[src/common/lfdl_pkg.sv]
// Shared constants, types and helpers for the legacy T1 data-link byte handler.
`default_nettype none
package lfdl_pkg;

  // ==========================================================================
  // Register indices; the byte address is four times the index
  // ==========================================================================
  localparam logic [9:0] IDX_RX_BYTE   = 10'h0C0;
  localparam logic [9:0] IDX_TX_BYTE   = 10'h0C1;
  localparam logic [9:0] IDX_MATCH_A   = 10'h0C2;
  localparam logic [9:0] IDX_MATCH_B   = 10'h0C3;
  localparam logic [9:0] IDX_STATUS    = 10'h0C4;
  localparam logic [9:0] IDX_MASK      = 10'h0C5;
  localparam logic [9:0] IDX_RX_CTRL2  = 10'h0C6;
  localparam logic [9:0] IDX_TX_CTRL1  = 10'h0C7;
  localparam logic [9:0] IDX_TX_CTRL2  = 10'h0C8;

  // ==========================================================================
  // Field positions
  // ==========================================================================
  localparam int ST_MATCH_BIT      = 1;
  localparam int ST_TX_EMPTY_BIT   = 2;
  localparam int ST_RX_FULL_BIT    = 3;
  localparam int RXC2_DESTUFF_BIT  = 3;
  localparam int TXC1_FS_EXT_BIT   = 2;
  localparam int TXC2_STUFF_BIT    = 5;
  localparam int TXC2_MF_LOAD_BIT  = 6;

  // ==========================================================================
  // Reset values and patterns
  // ==========================================================================
  localparam logic [7:0] RST_TX_BYTE   = 8'h00;
  localparam logic [7:0] RST_MATCH     = 8'h00;
  localparam logic [7:0] RST_MASK      = 8'h00;
  localparam logic [7:0] RST_CTRL      = 8'h00;
  localparam logic [7:0] RST_STATUS    = 8'h00;
  localparam logic [7:0] D4_FS_PATTERN = 8'h1C;
  localparam logic [2:0] ONES_LIMIT    = 3'h5;
  localparam logic [2:0] ONES_SAT      = 3'h6;
  localparam logic [2:0] LAST_BIT      = 3'h7;

  // ==========================================================================
  // Types
  // ==========================================================================
  typedef struct packed {
    logic slot;
    logic data;
  } lfdl_bit_type;

  typedef struct packed {
    logic fs_ext;
    logic mf_load;
    logic stuff_en;
    logic destuff_en;
  } lfdl_ctrl_type;

  // Run length of ones, saturating so that long runs stay recognisable.
  function automatic logic [2:0] lfdl_ones_next(input logic [2:0] ones, input logic b);
    if (!b) begin
      return 3'h0;
    end
    if (ones == ONES_SAT) begin
      return ONES_SAT;
    end
    return ones + 3'h1;
  endfunction

endpackage
`default_nettype wire

[src/hdl/lfdl_top.sv]
// Legacy T1 data-link byte handler with Avalon-MM registers and interrupt.
// ============================================================================
// Notes on behaviour
// Received link bits shift into receive byte.
// Full byte sets status, unmasked drives interrupt low.
// Host reads byte within one byte period.
// Byte equal to either match sets match.
// Destuffer drops zero after five ones.
// Zero after six or more ones kept.
// Software keeps destuffer on when extracting.
// Transmit byte sent low bit first.
// Eight bits sent sets empty status, interrupts.
// Unchanged transmit byte is simply resent.
// Stuffer inserts zero after five ones.
// Software keeps stuffer on when inserting.
// Software loads transmit byte with D4 pattern.
// Fs source select clear uses transmit byte.
// Multiframe load takes byte only at boundaries.
// SLC-96 fields use the same byte registers.
// Matching only when a whole byte completes.
// Status latched until cleared, interrupt then released.
//
// Added by the designer: the Avalon-MM slave port.
`timescale 1ns/1ns
`default_nettype none
module lfdl_top
  import lfdl_pkg::*;
(
  input  wire logic         sys_clk_i,
  input  wire logic         nrst_i,
  input  wire logic         ce_i,
  input  wire logic [11:0]  avs_address_i,
  input  wire logic         avs_read_i,
  input  wire logic         avs_write_i,
  input  wire logic [31:0]  avs_writedata_i,
  input  wire logic [3:0]   avs_byteenable_i,
  output logic [31:0]       avs_readdata_o,
  output logic              avs_waitrequest_o,
  input  wire lfdl_bit_type rx_link_i,
  input  wire logic         tx_slot_i,
  input  wire logic         tx_alt_bit_i,
  input  wire logic         multiframe_i,
  output logic              tx_link_bit_o,
  output logic              link_int_n_o
);

  // ==========================================================================
  // Reset release
  // ==========================================================================
  logic rst_meta_n;
  logic rst_n;

  always_ff @(posedge sys_clk_i or negedge nrst_i) begin
    if (!nrst_i) begin
      rst_meta_n <= 1'b0;
      rst_n      <= 1'b0;
    end else begin
      rst_meta_n <= 1'b1;
      rst_n      <= rst_meta_n;
    end
  end

  // ==========================================================================
  // Registers
  // ==========================================================================
  logic [7:0]    link_transmit_byte;
  logic [7:0]    link_match_byte_a;
  logic [7:0]    link_match_byte_b;
  logic [7:0]    link_status_reg;
  logic [7:0]    link_interrupt_mask_reg;
  logic [7:0]    t1_receive_control_two;
  logic [7:0]    t1_transmit_control_one;
  logic [7:0]    t1_transmit_control_two;
  logic [7:0]    link_receive_byte;
  logic [7:0]    next_status;
  logic [7:0]    tx_hold;
  logic [7:0]    rd_val;
  logic [9:0]    idx;
  logic          ack_q;
  logic          req;
  logic          wr_fire;
  logic          rd_fire;
  logic          st_rd_clr;
  logic          rx_done;
  logic          tx_done;
  logic          rx_match;
  lfdl_ctrl_type ctrl;

  assign idx       = avs_address_i[11:2];
  assign req       = avs_read_i || avs_write_i;
  assign wr_fire   = avs_write_i && ack_q && ce_i && avs_byteenable_i[0];
  assign rd_fire   = avs_read_i && ack_q && ce_i;
  assign st_rd_clr = rd_fire && (idx == IDX_STATUS);

  assign ctrl.destuff_en = t1_receive_control_two[RXC2_DESTUFF_BIT];
  assign ctrl.stuff_en   = t1_transmit_control_two[TXC2_STUFF_BIT];
  assign ctrl.mf_load    = t1_transmit_control_two[TXC2_MF_LOAD_BIT];
  assign ctrl.fs_ext     = t1_transmit_control_one[TXC1_FS_EXT_BIT];

  // ==========================================================================
  // Avalon-MM slave, one wait state per access
  // ==========================================================================
  // Waitrequest stays high while the clock enable is low, so a request
  // never completes on a frozen cycle.
  assign avs_waitrequest_o = req && !(ack_q && ce_i);

  always_ff @(posedge sys_clk_i or negedge rst_n) begin
    if (!rst_n) begin
      ack_q <= 1'b0;
    end else if (ce_i) begin
      ack_q <= req && !ack_q;
    end
  end

  always_comb begin
    rd_val = 8'h00;
    unique case (idx)
      IDX_RX_BYTE:  rd_val = link_receive_byte;
      IDX_TX_BYTE:  rd_val = link_transmit_byte;
      IDX_MATCH_A:  rd_val = link_match_byte_a;
      IDX_MATCH_B:  rd_val = link_match_byte_b;
      IDX_STATUS:   rd_val = link_status_reg;
      IDX_MASK:     rd_val = link_interrupt_mask_reg;
      IDX_RX_CTRL2: rd_val = t1_receive_control_two;
      IDX_TX_CTRL1: rd_val = t1_transmit_control_one;
      IDX_TX_CTRL2: rd_val = t1_transmit_control_two;
      default:      rd_val = 8'h00;
    endcase
  end

  // Read data is captured in the wait cycle and stands at the completing edge.
  always_ff @(posedge sys_clk_i or negedge rst_n) begin
    if (!rst_n) begin
      avs_readdata_o <= 32'h0000_0000;
    end else if (ce_i && avs_read_i && !ack_q) begin
      avs_readdata_o <= {24'h00_0000, rd_val};
    end
  end

  always_ff @(posedge sys_clk_i or negedge rst_n) begin
    if (!rst_n) begin
      link_transmit_byte      <= RST_TX_BYTE;
      link_match_byte_a       <= RST_MATCH;
      link_match_byte_b       <= RST_MATCH;
      link_interrupt_mask_reg <= RST_MASK;
      t1_receive_control_two  <= RST_CTRL;
      t1_transmit_control_one <= RST_CTRL;
      t1_transmit_control_two <= RST_CTRL;
    end else if (wr_fire) begin
      unique case (idx)
        IDX_TX_BYTE:  link_transmit_byte      <= avs_writedata_i[7:0];
        IDX_MATCH_A:  link_match_byte_a       <= avs_writedata_i[7:0];
        IDX_MATCH_B:  link_match_byte_b       <= avs_writedata_i[7:0];
        IDX_MASK:     link_interrupt_mask_reg <= avs_writedata_i[7:0];
        IDX_RX_CTRL2: t1_receive_control_two  <= avs_writedata_i[7:0];
        IDX_TX_CTRL1: t1_transmit_control_one <= avs_writedata_i[7:0];
        IDX_TX_CTRL2: t1_transmit_control_two <= avs_writedata_i[7:0];
        default: begin
        end
      endcase
    end
  end

  // ==========================================================================
  // Receive path
  // ==========================================================================
  lfdl_rx_unstuff u_rx (
    .clk_i        (sys_clk_i),
    .rst_n_i      (rst_n),
    .ce_i         (ce_i),
    .rx_i         (rx_link_i),
    .destuff_en_i (ctrl.destuff_en),
    .byte_o       (link_receive_byte),
    .done_o       (rx_done)
  );

  // The compare looks only at a freshly completed byte.
  assign rx_match = rx_done && ((link_receive_byte == link_match_byte_a) ||
                                (link_receive_byte == link_match_byte_b));

  // ==========================================================================
  // Transmit path
  // ==========================================================================
  // In multiframe mode the staged copy moves only on a boundary, so a host
  // write mid-multiframe cannot tear the Fs pattern.
  always_ff @(posedge sys_clk_i or negedge rst_n) begin
    if (!rst_n) begin
      tx_hold <= RST_TX_BYTE;
    end else if (ce_i && (!ctrl.mf_load || multiframe_i)) begin
      tx_hold <= link_transmit_byte;
    end
  end

  lfdl_tx_stuff u_tx (
    .clk_i       (sys_clk_i),
    .rst_n_i     (rst_n),
    .ce_i        (ce_i),
    .slot_i      (tx_slot_i),
    .stuff_en_i  (ctrl.stuff_en),
    .fs_ext_i    (ctrl.fs_ext),
    .alt_bit_i   (tx_alt_bit_i),
    .load_byte_i (tx_hold),
    .bit_o       (tx_link_bit_o),
    .done_o      (tx_done)
  );

  // ==========================================================================
  // Status and interrupt
  // ==========================================================================
  // A status read clears only the bits it returned; an event at the same
  // edge sets its bit again.
  always_comb begin
    next_status = link_status_reg;
    if (st_rd_clr) begin
      next_status = link_status_reg & ~avs_readdata_o[7:0];
    end
    if (rx_done) begin
      next_status[ST_RX_FULL_BIT] = 1'b1;
    end
    if (rx_match) begin
      next_status[ST_MATCH_BIT] = 1'b1;
    end
    if (tx_done) begin
      next_status[ST_TX_EMPTY_BIT] = 1'b1;
    end
  end

  always_ff @(posedge sys_clk_i or negedge rst_n) begin
    if (!rst_n) begin
      link_status_reg <= RST_STATUS;
    end else if (ce_i) begin
      link_status_reg <= next_status;
    end
  end

  always_ff @(posedge sys_clk_i or negedge rst_n) begin
    if (!rst_n) begin
      link_int_n_o <= 1'b1;
    end else if (ce_i) begin
      link_int_n_o <= ~|(next_status & link_interrupt_mask_reg);
    end
  end
endmodule
`default_nettype wire

[src/hdl/lfdl_rx_unstuff.sv]
// Receive link bit deserialiser with zero destuffer.
`timescale 1ns/1ns
`default_nettype none
module lfdl_rx_unstuff
  import lfdl_pkg::*;
(
  input  wire logic         clk_i,
  input  wire logic         rst_n_i,
  input  wire logic         ce_i,
  input  wire lfdl_bit_type rx_i,
  input  wire logic         destuff_en_i,
  output logic [7:0]        byte_o,
  output logic              done_o
);

  logic [7:0] shift;
  logic [2:0] cnt;
  logic [2:0] ones;
  logic       drop;

  // A zero after exactly five ones is a stuffed bit; longer runs are flags.
  assign drop = destuff_en_i && !rx_i.data && (ones == ONES_LIMIT);

  // ==========================================================================
  // Run tracking
  // ==========================================================================
  always_ff @(posedge clk_i or negedge rst_n_i) begin
    if (!rst_n_i) begin
      ones <= 3'h0;
    end else if (ce_i && rx_i.slot) begin
      ones <= lfdl_ones_next(ones, rx_i.data);
    end
  end

  // ==========================================================================
  // Shift in, first bit ends in bit 0
  // ==========================================================================
  always_ff @(posedge clk_i or negedge rst_n_i) begin
    if (!rst_n_i) begin
      shift  <= 8'h00;
      cnt    <= 3'h0;
      byte_o <= 8'h00;
      done_o <= 1'b0;
    end else if (ce_i) begin
      done_o <= 1'b0;
      if (rx_i.slot && !drop) begin
        shift <= {rx_i.data, shift[7:1]};
        cnt   <= cnt + 3'h1;
        if (cnt == LAST_BIT) begin
          byte_o <= {rx_i.data, shift[7:1]};
          done_o <= 1'b1;
        end
      end
    end
  end
endmodule
`default_nettype wire

[src/hdl/lfdl_tx_stuff.sv]
// Transmit link bit serialiser with zero stuffer.
`timescale 1ns/1ns
`default_nettype none
module lfdl_tx_stuff
  import lfdl_pkg::*;
(
  input  wire logic       clk_i,
  input  wire logic       rst_n_i,
  input  wire logic       ce_i,
  input  wire logic       slot_i,
  input  wire logic       stuff_en_i,
  input  wire logic       fs_ext_i,
  input  wire logic       alt_bit_i,
  input  wire logic [7:0] load_byte_i,
  output logic            bit_o,
  output logic            done_o
);

  logic [7:0] shift;
  logic [2:0] cnt;
  logic [2:0] ones;
  logic       stuff;
  logic       cur;

  // A run can reach six while stuffing is off, so enabling it mid-run must still stuff.
  assign stuff = stuff_en_i && (ones >= ONES_LIMIT);
  assign cur   = (cnt == 3'h0) ? load_byte_i[0] : shift[0];

  // ==========================================================================
  // Serialiser; the byte is sampled only at its first bit
  // ==========================================================================
  always_ff @(posedge clk_i or negedge rst_n_i) begin
    if (!rst_n_i) begin
      shift  <= 8'h00;
      cnt    <= 3'h0;
      ones   <= 3'h0;
      bit_o  <= 1'b0;
      done_o <= 1'b0;
    end else if (ce_i) begin
      done_o <= 1'b0;
      if (slot_i && stuff) begin
        bit_o <= fs_ext_i ? alt_bit_i : 1'b0;
        ones  <= 3'h0;
      end else if (slot_i) begin
        bit_o <= fs_ext_i ? alt_bit_i : cur;
        ones  <= lfdl_ones_next(ones, cur);
        shift <= (cnt == 3'h0) ? {1'b0, load_byte_i[7:1]} : {1'b0, shift[7:1]};
        cnt   <= cnt + 3'h1;
        done_o <= (cnt == LAST_BIT);
      end
    end
  end
endmodule
`default_nettype wire

[config.mk]
export PLATFORM = sky130hd
export DESIGN_NAME = lfdl_top
export DESIGN_NICKNAME = d
export VERILOG_FILES = /design/src/common/lfdl_pkg.sv /design/src/hdl/lfdl_top.sv /design/src/hdl/lfdl_rx_unstuff.sv /design/src/hdl/lfdl_tx_stuff.sv
export SDC_FILE = /design/constraint.sdc
export NUM_CORES = 1
export LEC_CHECK = 0
export ABC_AREA = 1
export BUFFER_PORTS_ARGS = -buffer_cell sky130_fd_sc_hd__buf_2
export CAP_MARGIN = 0
export CORE_MARGIN = 5
export CORE_UTILIZATION = 36
export CTS_CLUSTER_DIAMETER = 100
export DETAILED_ROUTE_END_ITERATION = 6
export HOLD_SLACK_MARGIN = 0.15
export PLACE_DENSITY_LB_ADDON = 0.25
export SYNTH_ARGS = -nofsm -noshare
export SYNTH_HDL_FRONTEND = slang
export SYNTH_SLANG_ARGS = --single-unit
[constraint.sdc]
create_clock -name sys_clk_i -period 3.74 [get_ports sys_clk_i]
set_input_delay 0.187 -clock sys_clk_i [delete_from_list [all_inputs] [get_ports sys_clk_i]]
set_output_delay 0.187 -clock sys_clk_i [all_outputs]
set_load 0.1 [all_outputs]
==> results.py <==
metrics = {
    "route": {
        "num_vias": 4859,
        "drtIter0Drc": 362,
        "drt_pass1_iterations": 5,
        "drcViolationCount": 0,
        "ant_nets": 0,
        "routedWlPerCell_um": 14.77,
        "wirelength_mm": 15.11,
        "via_per_inst": 4.750,
    },
    "placement": {
        "dpl.hpwl_mm": 10.76,
        "gp_congestion": 0.8525,
        "port_buffers": 39,
        "dp_slack_ns": 1.477,
    },
    "hold_path": {
        "min_path_type": "in2reg",
    },
    "clock_tree": {
        "cts_root_buffer": "clkbuf_16",
        "insertion_delay_ns": 0.42,
        "clkTransAtPathRegs_ns": 0.06,
        "cts_num_sinks": 121,
        "clk_path_buf_depth": 2,
        "postCtsSetupBuffers": 0,
        "htreeDepth": 4,
        "cts_buffers": 17,
        "cts_tree": "done",
    },
    "synthesis": {
        "synth_seq_cells": 121,
        "synthCells": 739,
        "yosysWarnings": 0,
        "synth_fa_ha_area_share_pct": 2.274,
        "seq_area_frac_synth_pct": 50.04,
        "synthArstFlopShare_pct": 100.0,
        "yosys.area_share.simple_pct": 24.74,
        "synth_top_family_by_area": "simple AND/OR/NAND/NOR gates",
        "synth_ff_type": "dfrtp_1",
        "synth-edff-count": 0,
        "synth-compound-area-share_pct": 9.756,
        "synth_xor_xnor_area_share_pct": 2.604,
        "postSynthAreaPerCell_um2": 8.191,
        "synth_area_mm2": 0.006053,
        "synthMuxAreaShare_pct": 1.488,
        "yosysUniqueCellTypes": 36,
    },
    "finish": {
        "drive_above_1_share_pct": 12.08,
        "syn_to_final_growth_pct": 17.80,
        "post-route-util_pct": 43.15,
        "antenna_cells": 0,
        "layout.nets": 860,
    },
    "floorplan": {
        "ios": 93,
        "die_width_um": 139.7,
        "fp.coreArea_mm2": 0.01652,
        "dieArea_mm2": 0.01951,
        "rows": 47,
        "initial_core_util_pct": 36.63,
        "dieHeight_um": 139.7,
    },
    "flow_run": {
        "cap_violations": 0,
    },
    "worst_setup_path": {
        "cpPeakStageDelay_ns": 0.56,
        "cp.arrival_ns": 2.85,
        "crit_path_cell_trace": "inv_1, ha_1, inv_1, nor2_2, inv_1, o21ai_0, o21ai_0, o211ai_1, nand2_1, dlygate4sd3_1",
        "crit_slowest_cell": "dlygate4sd3_1",
        "start_kind": "flip-flop",
        "worstSetupPathType": "reg2reg",
        "endpoint_kind": "flip-flop",
        "cp_max_fo": 9,
        "critPathRequiredTime_ns": 4.04,
        "cpMostUsedCell": "inv_1",
    },
    "timing": {
        "setup_viol": 0,
        "fin_crit_ns": 2.553,
        "rsz0062_at_grt": "no",
        "timing.final.crit_share_pct": 68.27,
        "max_slew_margin_pct": 45.53,
        "setup_slack_ns": 1.187,
        "slew_viol_final": 0,
        "tns_ns": 0,
        "finalHoldViolCount": 0,
        "worstMarginPinSlew_ns": 0.8116,
        "max_freq_mhz": 391.6,
        "finalClockSkew_ns": 0.007934,
    },
    "power": {
        "total_power_uw": 4219,
        "power.density_mw_per_mm2": 591.7,
        "vdd_drop_max_uv": 319.7,
        "power.leakage_uw": 0.003568,
    },
    "global_route": {
        "grt_antenna_before_repair": 1,
        "grt_pass1_vias": 4640,
        "grt_pass1_wl_mm": 24.74,
        "grt-ovfl-total": 0,
        "grt_max_degree": 62,
        "grt_use_total_pct": 16.09,
    },
    "status": {
        "status": "complete, no violations",
    },
}
[layout by cell type (no fill, tap or decap), types with 3 or more instances in the layout]
cell type	netlist	routed
a21oi_1	15	15
a31oi_1	6	6
buf_2	8	39
bufinv_16	0	6
clkbuf_16	0	17
conb_1	2	25
dfrtp_1	120	119
dlygate4sd3_1	0	8
ha_1	11	11
inv_1	69	69
inv_2	3	3
mux2_2	8	8
nand2_1	227	227
nand3_1	51	51
nand4_1	10	10
nor2_1	46	46
nor2_4	4	4
nor3_1	4	4
o21ai_0	79	79
o21ai_1	9	9
xnor2_1	17	17
[cell usage after synthesis, types with 2 or more instances]
library cell / count / area [um^2]
a21oi_1: 15 / 75.07
a31oi_1: 6 / 37.54
buf_2: 8 / 40.04
buf_4: 25 / 187.7
buf_6: 2 / 22.52
clkbuf_1: 4 / 15.01
clkinv_1: 2 / 7.510
conb_1: 2 / 7.510
dfrtp_1: 120 / 3003
ha_1: 11 / 137.6
inv_1: 69 / 259.0
inv_2: 3 / 11.26
mux2_2: 8 / 90.09
nand2_1: 227 / 852.1
nand3_1: 51 / 255.2
nand4_1: 10 / 62.56
nor2_1: 46 / 172.7
nor2_2: 2 / 12.51
nor2_4: 4 / 45.04
nor3_1: 4 / 20.02
nor3_2: 2 / 20.02
o21ai_0: 79 / 395.4
o21ai_1: 9 / 45.04
o22ai_1: 2 / 12.51
xnor2_1: 17 / 148.9
[area by class of cell]
type | count | area [um^2]
multi-input cells | 528 | 2567
flip-flops and latches | 121 | 3033
repair buffers | 49 | 302.8
clock inverters | 11 | 217.7
clock buffers | 20 | 456.7
fillers | 1657 | 9394
well taps | 220 | 275.3
inverters | 74 | 277.8
[per-stage QoR]
step	cell area, um^2	hold WS [ns]	std cells
floorplan	6140	-0.1086	762
global placement	6376	-0.02766	984
detailed placement	6376	-0.02621	984
CTS	7131	0.1511	1023
global route	7131	0.2023	1023
finish	7131	0.1641	1023
[critical path, delay by kind of cell (launching register included)]
family	cells	cell delay [ns]
adders and majority gates	1	0.15
DFF	1	0.37
AOI/OAI and AO/OA	3	0.68
and+or+nand+nor	2	0.35
buffers and inverters	4	0.89
[worst paths after layout]
kind / slack, ns / from / to / depth (start not counted)
max in group asynchronous: 2.49 / rst_n / link_int_n_o / 1
setup reg to reg: 1.19 / u_tx.cnt[0] / u_tx.bit_o / 10
hold reg to reg: 0.35 / rst_meta_n / rst_n / 0
hold / removal: 0.16 / rx_link_i[1] / u_rx.ones[2] / 4
setup / recovery: 1.19 / u_tx.cnt[0] / u_tx.bit_o / 10
min in group asynchronous: 0.41 / rst_n / t1_transmit_control_one[2] / 0
[layer usage]
metal,track usage (%),routed length (um)
met5,0,13
met4,4.895,305
met3,4.185,927
met2,23.72,6577
met1,23.27,7281
[logic make-up (layout without fill, tap and decap cells)]
family,Yosys count,count (layout)
AO/OA/AOI/OAI,114,114
XOR/XNOR,18,18
adder cells (fa/ha/maj),11,11
buffers and inverters,113,154
flip-flops,121,121
multiplexers,8,8
other,2,25
AND/OR/NAND/NOR,352,352
[report_power, final]
| part | total [uW] | internal [uW] | switching (uW) | leakage, uW |
|---|---|---|---|---|
| Sequential | 1590 | 1460 | 136 | 0.00163 |
| Clock | 1880 | 1280 | 593 | 0.000323 |
| Combinational | 751 | 244 | 508 | 0.00161 |
| Total | 4220 | 2980 | 1240 | 0.00357 |
[timing repair]
item                      in CTS  in global routing
resized for setup              0                  0
hold endpoints to repair      10                  0
hold buffers                   8                  0
Note: power is estimated with default switching activity, not from simulation.
